[src/hdl/cpl_pkg.sv]
package cpl_pkg;

	// register bus geometry
	localparam int ADDR_W = 4;
	localparam int DATA_W = 32;

	// byte addresses of the register words
	localparam logic [ADDR_W-1:0] KEY_OFS = 4'h0;
	localparam logic [ADDR_W-1:0] STATUS_OFS = 4'h4;
	localparam logic [ADDR_W-1:0] CORE_OFS = 4'h8;
	localparam logic [ADDR_W-1:0] INTCTL_OFS = 4'hc;

	// field positions
	localparam int KEY_LSB = 0;
	localparam int KEY_W = 8;
	localparam int LEVEL_LOW_LSB = 5;
	localparam int LEVEL_LOW_W = 3;
	localparam int HIGH_BIT_POS = 3;
	localparam int NEST_DIS_POS = 15;
	localparam int LEVEL_W = 4;

	// reset values
	localparam logic [LEVEL_LOW_W-1:0] LEVEL_LOW_RST = 3'h0;
	localparam logic HIGH_BIT_RST = 1'b0;
	localparam logic NEST_DIS_RST = 1'b0;
	localparam logic [KEY_W-1:0] KEY_RST = 8'h00;

	// low field value that shuts out user interrupts
	localparam logic [LEVEL_LOW_W-1:0] LEVEL_LOW_ALL_ONES = 3'h7;

	// bus responses
	localparam logic [1:0] RESP_OKAY = 2'h0;
	localparam logic [1:0] RESP_DECERR = 2'h3;

	// complete state of the block
	typedef struct packed {
		logic aw_held;
		logic [ADDR_W-1:0] aw_addr;
		logic w_held;
		logic [DATA_W-1:0] w_data;
		logic [3:0] w_strb;
		logic bvalid;
		logic [1:0] bresp;
		logic rvalid;
		logic [1:0] rresp;
		logic [DATA_W-1:0] rdata;
		logic [LEVEL_LOW_W-1:0] level_low;
		logic high_bit;
		logic nest_dis;
		logic [KEY_W-1:0] key;
		logic key_stb;
	} cpl_state_s;

endpackage

[src/hdl/cpl_priority_level.sv]
// The implementer's own choices: the AXI4-Lite interface to the registers and the register offsets.
`timescale 1ns/1ps
module cpl_priority_level
(
	input wire logic ref_clk,
	input wire logic reset,
	// axi4-lite write address
	input wire logic [cpl_pkg::ADDR_W-1:0] s_axi_awaddr,
	input wire logic [2:0] s_axi_awprot,
	input wire logic s_axi_awvalid,
	output logic s_axi_awready,
	// axi4-lite write data
	input wire logic [cpl_pkg::DATA_W-1:0] s_axi_wdata,
	input wire logic [3:0] s_axi_wstrb,
	input wire logic s_axi_wvalid,
	output logic s_axi_wready,
	// axi4-lite write response
	output logic [1:0] s_axi_bresp,
	output logic s_axi_bvalid,
	input wire logic s_axi_bready,
	// axi4-lite read address
	input wire logic [cpl_pkg::ADDR_W-1:0] s_axi_araddr,
	input wire logic [2:0] s_axi_arprot,
	input wire logic s_axi_arvalid,
	output logic s_axi_arready,
	// axi4-lite read data
	output logic [cpl_pkg::DATA_W-1:0] s_axi_rdata,
	output logic [1:0] s_axi_rresp,
	output logic s_axi_rvalid,
	input wire logic s_axi_rready,
	// level load from the core (exception entry or return)
	input wire logic level_load,
	input wire logic [cpl_pkg::LEVEL_W-1:0] level_load_value,
	// user interrupt request from the interrupt source logic
	input wire logic irq_pending,
	input wire logic [cpl_pkg::LEVEL_W-1:0] irq_priority,
	output logic irq_take,
	output logic user_irq_masked,
	// current level and unlock key toward the rest of the chip
	output logic [cpl_pkg::LEVEL_W-1:0] cpu_priority_level,
	output logic [cpl_pkg::KEY_W-1:0] flash_unlock_key,
	output logic flash_unlock_key_stb
);

	// all state of the block lives in one struct; the next value is built combinationally
	cpl_pkg::cpl_state_s state_r;
	cpl_pkg::cpl_state_s state_nxt;

	// one handshake per request channel: write address, write data and read address
	logic aw_fire;
	logic w_fire;
	logic ar_fire;

	// a write goes ahead once both its address and its data are known
	logic have_aw;
	logic have_w;
	logic do_write;
	logic [cpl_pkg::ADDR_W-1:0] wr_addr;
	logic [cpl_pkg::DATA_W-1:0] wr_data;
	logic [3:0] wr_strb;

	// decoded write selects
	logic wr_low_open;
	logic wr_high_clear;

	// read word and whether its address decoded
	logic [cpl_pkg::DATA_W-1:0] rd_word;
	logic rd_hit;

	// current level and the causes that shut out user requests
	logic [cpl_pkg::LEVEL_W-1:0] level;
	logic mask_high;
	logic mask_ones;
	logic prio_above;
	logic masked;

	// handshakes: each address/data channel holds one item until the write is done
	// the readies depend on registered state only, so no path runs from a valid to a ready
	// one write and one read may be under way at once, independent of each other
	assign s_axi_awready = !state_r.aw_held && !state_r.bvalid;
	assign s_axi_wready = !state_r.w_held && !state_r.bvalid;
	assign s_axi_arready = !state_r.rvalid;
	assign aw_fire = s_axi_awvalid && s_axi_awready;
	assign w_fire = s_axi_wvalid && s_axi_wready;
	assign ar_fire = s_axi_arvalid && s_axi_arready;

	// the half that arrived first comes from its held copy, the other straight from the bus
	// no synchroniser here: every input comes from logic on this same clock
	assign have_aw = state_r.aw_held || aw_fire;
	assign have_w = state_r.w_held || w_fire;
	assign do_write = have_aw && have_w;
	assign wr_addr = state_r.aw_held ? state_r.aw_addr : s_axi_awaddr;
	assign wr_data = state_r.w_held ? state_r.w_data : s_axi_wdata;
	assign wr_strb = state_r.w_held ? state_r.w_strb : s_axi_wstrb;

	// write selects; only byte lane 0 carries the level fields
	// with nesting disabled the low level bits behave as read-only to software
	assign wr_low_open = wr_strb[0] && !state_r.nest_dis;
	// the high bit is clear-only from software: writing a zero clears it, a one is ignored
	assign wr_high_clear = wr_strb[0] && !wr_data[cpl_pkg::HIGH_BIT_POS];

	// full level: the high bit sits above the three low bits
	// the level only changes by a core load or a software write, never by itself
	assign level = {state_r.high_bit, state_r.level_low};
	assign cpu_priority_level = level;

	// any set high bit means level 8 to 15, all of which shut out user requests
	assign mask_high = state_r.high_bit;
	// all ones in the low field is level 7, or 15 together with the high bit
	assign mask_ones = (state_r.level_low == cpl_pkg::LEVEL_LOW_ALL_ONES);
	// both causes leave as one mask so the source logic need not know the encoding
	assign masked = mask_high || mask_ones;
	assign user_irq_masked = masked;

	// a request of equal priority waits; only a strictly higher one may interrupt
	assign prio_above = (irq_priority > level);
	// the strict compare alone would let priorities 8 to 15 through at level 7, hence the explicit mask
	assign irq_take = irq_pending && !masked && prio_above;

	// bus answers come straight from flip-flops
	// read data stays put after the handshake, which costs nothing and eases debugging
	assign s_axi_bvalid = state_r.bvalid;
	assign s_axi_bresp = state_r.bresp;
	assign s_axi_rvalid = state_r.rvalid;
	assign s_axi_rresp = state_r.rresp;
	assign s_axi_rdata = state_r.rdata;

	// key byte and its one-cycle strobe toward the flash controller
	assign flash_unlock_key = state_r.key;
	assign flash_unlock_key_stb = state_r.key_stb;

	// read decode; unlisted bits read zero
	// the address is decoded straight from the bus and the word is registered when it is taken
	always_comb
	begin
		rd_word = '0;
		rd_hit = 1'b1;
		unique case (s_axi_araddr)
			cpl_pkg::KEY_OFS:
			begin
				// the key is write-only, so a read never shows what was written
				rd_word = '0;
			end

			cpl_pkg::STATUS_OFS:
			begin
				// only the low level field is present in this status word
				rd_word[cpl_pkg::LEVEL_LOW_LSB +: cpl_pkg::LEVEL_LOW_W] = state_r.level_low;
			end

			cpl_pkg::CORE_OFS:
			begin
				// set exactly while the level is above seven
				rd_word[cpl_pkg::HIGH_BIT_POS] = state_r.high_bit;
			end

			cpl_pkg::INTCTL_OFS:
			begin
				// only the nesting disable bit exists in this word
				rd_word[cpl_pkg::NEST_DIS_POS] = state_r.nest_dis;
			end

			default:
			begin
				// unaligned or unused offsets answer with a decode error
				rd_hit = 1'b0;
			end
		endcase
	end

	// next-state logic
	always_comb
	begin
		// hold everything by default; the key strobe falls unless a key write renews it
		state_nxt = state_r;
		state_nxt.key_stb = 1'b0;

		// capture whichever of address and data arrives first
		// holding one half lets a master offer them in either order without stalling the other channel
		if (aw_fire && !do_write)
		begin
			state_nxt.aw_held = 1'b1;
			state_nxt.aw_addr = s_axi_awaddr;
		end

		if (w_fire && !do_write)
		begin
			state_nxt.w_held = 1'b1;
			state_nxt.w_data = s_axi_wdata;
			state_nxt.w_strb = s_axi_wstrb;
		end

		// register writes
		if (do_write)
		begin
			// both halves present: retire them and answer in the next cycle
			state_nxt.aw_held = 1'b0;
			state_nxt.w_held = 1'b0;
			state_nxt.bvalid = 1'b1;
			state_nxt.bresp = cpl_pkg::RESP_OKAY;
			// decode on the merged address so a late data beat still lands in the right word
			unique case (wr_addr)
				cpl_pkg::KEY_OFS:
				begin
					// no unlock sequence is judged here; the flash controller sees each byte with its strobe
					if (wr_strb[0])
					begin
						state_nxt.key = wr_data[cpl_pkg::KEY_LSB +: cpl_pkg::KEY_W];
						state_nxt.key_stb = 1'b1;
					end
				end

				cpl_pkg::STATUS_OFS:
				begin
					// with nesting disabled or byte lane 0 off, writes are dropped silently, the bus still answers okay
					// the other status bits are not part of this block
					if (wr_low_open)
					begin
						state_nxt.level_low = wr_data[cpl_pkg::LEVEL_LOW_LSB +: cpl_pkg::LEVEL_LOW_W];
					end
				end

				cpl_pkg::CORE_OFS:
				begin
					// software may only clear the high bit, never set it
					// setting it is left to the core, through a level load
					if (wr_high_clear)
					begin
						state_nxt.high_bit = 1'b0;
					end
				end

				cpl_pkg::INTCTL_OFS:
				begin
					// the nesting disable bit lives in byte lane 1
					if (wr_strb[1])
					begin
						state_nxt.nest_dis = wr_data[cpl_pkg::NEST_DIS_POS];
					end
				end

				default:
				begin
					// unmapped offset: nothing changes and the master gets a decode error
					state_nxt.bresp = cpl_pkg::RESP_DECERR;
				end
			endcase
		end

		// the response stands until the master takes it
		if (state_r.bvalid && s_axi_bready)
		begin
			state_nxt.bvalid = 1'b0;
		end

		// core load wins over a software write in the same cycle
		// exception entry and return move the whole level at once, high bit included
		// the load ignores nesting disable, which only guards software writes
		if (level_load)
		begin
			state_nxt.level_low = level_load_value[cpl_pkg::LEVEL_LOW_W-1:0];
			state_nxt.high_bit = level_load_value[cpl_pkg::LEVEL_W-1];
		end

		// reads: the word is captured when the address is taken and stands until rready
		if (ar_fire)
		begin
			state_nxt.rvalid = 1'b1;
			state_nxt.rdata = rd_word;
			// an unmapped read answers zero with a decode error
			state_nxt.rresp = rd_hit ? cpl_pkg::RESP_OKAY : cpl_pkg::RESP_DECERR;
		end
		else if (state_r.rvalid && s_axi_rready)
		begin
			state_nxt.rvalid = 1'b0;
		end
	end

	// state register; reset is asynchronous and loads constants only
	always_ff @(posedge ref_clk or posedge reset)
	begin
		if (reset)
		begin
			// clear the bus side first, then lay down the reset values field by field
			// both response channels start idle, so every ready is high right after reset
			state_r <= '0;
			state_r.level_low <= cpl_pkg::LEVEL_LOW_RST;
			state_r.high_bit <= cpl_pkg::HIGH_BIT_RST;
			state_r.nest_dis <= cpl_pkg::NEST_DIS_RST;
			state_r.key <= cpl_pkg::KEY_RST;
		end
		else
		begin
			state_r <= state_nxt;
		end
	end

endmodule

[config.mk]
export PLATFORM = sky130hd
export DESIGN_NAME = cpl_priority_level
export DESIGN_NICKNAME = d
export VERILOG_FILES = /design/src/hdl/cpl_pkg.sv /design/src/hdl/cpl_priority_level.sv
export SDC_FILE = /design/constraint.sdc
export NUM_CORES = 1
export LEC_CHECK = 0
export BUFFER_PORTS_ARGS = -buffer_cell sky130_fd_sc_hd__buf_2
export CORE_MARGIN = 2
export CORE_UTILIZATION = 42
export CTS_BUF_LIST = sky130_fd_sc_hd__clkbuf_8
export CTS_CLUSTER_DIAMETER = 120
export DETAILED_ROUTE_END_ITERATION = 10
export PLACE_DENSITY_LB_ADDON = 0.08
export SLEW_MARGIN = 20
export SYNTH_ARGS = -nofsm -noshare
export SYNTH_HDL_FRONTEND = slang
export SYNTH_SLANG_ARGS = --single-unit
[constraint.sdc]
create_clock -name ref_clk -period 2 [get_ports ref_clk]
set_clock_uncertainty 0.1 [all_clocks]
set_input_delay 0.2 -clock ref_clk [delete_from_list [all_inputs] [get_ports ref_clk]]
set_output_delay 0.2 -clock ref_clk [all_outputs]
set_load 0.005 [all_outputs]
==> impl_metrics.env <==
export IMPL_maxSlewViolCount=0
export IMPL_yosys_warnings=0
export IMPL_synth_most_common_cell="buf_4"
export IMPL_grt_pass1_vias=1528
export IMPL_ys_seq_area_share_pct=43.15
export IMPL_post_drt_wl_per_cell_um=12.73
export IMPL_yosys_top_cells_count="buf_4, dfrtp_1, mux2_2, inv_1, nand2_1"
export IMPL_avgSynthCellArea_um2=10.79
export IMPL_area_growth_pct=20.12
export IMPL_dr_pass1_iters=4
export IMPL_hpwlAfterDp_mm=3.402
export IMPL_grt_antenna_before_repair=0
export IMPL_whs_ns=0.01852
export IMPL_synthDistinctLibCells=35
export IMPL_synth_edf_count=0
export IMPL_drtIter0Drc=39
export IMPL_core_area_mm2=0.005405
export IMPL_placementRows=27
export IMPL_grt_pass1_wl_mm=7.341
export IMPL_nFillCells=534
export IMPL_power_density_mw_per_mm2=1096
export IMPL_netlist_instances=215
export IMPL_violations="negative setup slack"
export IMPL_finish_utilization_pct=51.55
export IMPL_fmax_ghz=0.4992
export IMPL_via_count=1587
export IMPL_place_ws_ns=-0.02014
export IMPL_via_per_inst=4.587
export IMPL_clk_latency_ns=0.29
export IMPL_final_min_clock_period_ns=2.003
export IMPL_use_met1_pct=20.34
export IMPL_layout_drive_gt1_share_pct=48.18
export IMPL_gp_congestion=0.7194
export IMPL_fin_setup_tns_ns=-0.005786
export IMPL_fin_nets=344
export IMPL_synth_cell_area_mm2=0.002320
export IMPL_die_h_um=78.32
export IMPL_gr_usage_met2_pct=24.31
export IMPL_cts_made_buffers=5
export IMPL_grt_busiest_layer="met2"
export IMPL_fp_dieArea_mm2=0.006133
export IMPL_relSlewSlack_pct=51.60
export IMPL_synth_area_leaders="dfrtp_1, mux2_2, buf_4"
export IMPL_dp_cells=333
export IMPL_synth_top_area_share_pct=43.15
export IMPL_synthFlopType="dfrtp_1"
export IMPL_antenna_cells=0
export IMPL_ant_nets=0
export IMPL_critPathCaptureType="register"
export IMPL_cts_root_buf="clkbuf_8"
export IMPL_critical_path_class="register to register"
export IMPL_port_buffers=64
export IMPL_io_pins=123
export IMPL_critical_path_max_fanout=4
export IMPL_peakVddDrop_mv=0.4698
export IMPL_grt_max_degree=23
export IMPL_path_clk_slew_ns=0.07
export IMPL_cts_sinks=40
export IMPL_worstPathArrival_ns=2.08
export IMPL_initial_core_util_pct=42.92
export IMPL_finalSetupViolations=3
export IMPL_total_leakage_power_uw=0.001405
export IMPL_fin_cells=346
export IMPL_startpoint_type="register"
export IMPL_yosysTopAreaCell="dfrtp_1"
export IMPL_worst_slack_ns=-0.003044
export IMPL_use_met3_pct=4.483
export IMPL_hold_viol_final=0
export IMPL_max_clock_path_buffers=2
export IMPL_drt_wl_total_mm=4.405
export IMPL_ys_ff_latch=40
export IMPL_post_route_period_util_pct=100.2
export IMPL_grt_use_total_pct=15.27
export IMPL_drc=0
export IMPL_cts_tree="yes"
export IMPL_hp_class="input pin to register"
export IMPL_htree_levels=2
export IMPL_die_w_um=78.32
export IMPL_rsz0062_at_grt="yes"
export IMPL_outcome="finished, violations left"
export IMPL_async_flop_share_pct=100.0
export IMPL_maxCapViolations=0
export IMPL_tightest_slew_ns=0.7216
export IMPL_grt_ovfl_total=0
export IMPL_critical_path_required_ns=2.08
## logic make-up after synthesis
logic type | synth area share [%]
buffers and inverters | 18.82
multiplexers | 19.20
AND/OR/NAND/NOR | 9.439
flip-flops | 43.15
AO/OA/AOI/OAI | 7.066
adder cells (fa/ha/maj) | 2.158
other | 0.1617
## placed cells by master (no fill, tap or decap), types with 3 or more instances in the layout
master / instances
o21ai_0: 4
ha_1: 3
buf_2: 64
nand2b_1: 6
nand3_1: 4
mux2i_1: 4
dlygate4sd3_1: 3
a22o_1: 4
conb_1: 27
nand3b_1: 3
clkbuf_8: 7
nand2_1: 9
mux2_2: 36
buf_4: 10
inv_1: 10
nor2_1: 4
dfrtp_1: 39
nor3_1: 4
## metrics by stage
stage | area (µm²) | power [µW]
6_report | 2786 | 3054
5_1_grt | 2786 | 3284
4_1_cts | 2753 | 3072
3_5_place_dp | 2547 | 2318
3_3_place_gp | 2547 | 2293
2_1_floorplan | 2417 | 2072
## path summary, 6_finish.rpt
path / startpoint / endpoint / slack, ns / cells after the start
max reg2reg: state_r[90] / flash_unlock_key[0] / -0.003 / 6
min: s_axi_araddr[2] / s_axi_rdata[3] / 0.02 / 2
min reg2reg: s_axi_rdata[15] / s_axi_rdata[15] / 0.38 / 2
min in group asynchronous: reset / state_r[93] / 0.38 / 3
max: state_r[90] / flash_unlock_key[0] / -0.003 / 6
max in group asynchronous: reset / state_r[62] / 0.93 / 4
## per-layer routing
layer / vias up / share of wire, % / wire length, µm
met5: - / 0 / 0
li1: 780 / - / -
met3: 5 / 6.7 / 297
met2: 56 / 46 / 2039
met1: 746 / 46 / 2017
met4: 0 / 1.1 / 50
## power by group
group | switching, µW | internal [µW] | leakage (µW)
combinational | 476 | 612 | 0.000845
sequential | 169 | 1090 | 0.000496
clock | 270 | 440 | 0.0000645
## sequential cells by signal, summed over array words and instances, names as in the netlist, 3 cells and up
name and flops:
state_r 18, cpu_priority_level 3, s_axi_rdata 5, flash_unlock_key 8
## repair_timing
action	in CTS	in global routing
hold buffers	3	0
pin swaps	3	1
buffers inserted	1	0
gates resized for setup	3	10
gates cloned	1	0
endpoints found under the setup margin	11	12
endpoints found under the hold margin	20	0
## critical path: stages (launching register included)
cell and delay (ns):
dfrtp_1 0.38, or3b_4 0.40, a222oi_1 0.28, buf_4 0.20, o211ai_4 0.10, clkbuf_16 0.18
mux2_2 0.26
## area by class of cell
cell class | count | area, µm² | share of cell area, %
inverter | 13 | 48.80 | 1.751
tap | 72 | 90.09 | 3.233
timing repair buffer | 80 | 490.5 | 17.60
clock inverter | 1 | 30.03 | 1.078
sequential | 40 | 1002 | 35.97
multi-input combinational | 133 | 1028 | 36.91
clock buffer | 7 | 96.34 | 3.458
(Power assumes the default switching activity.)
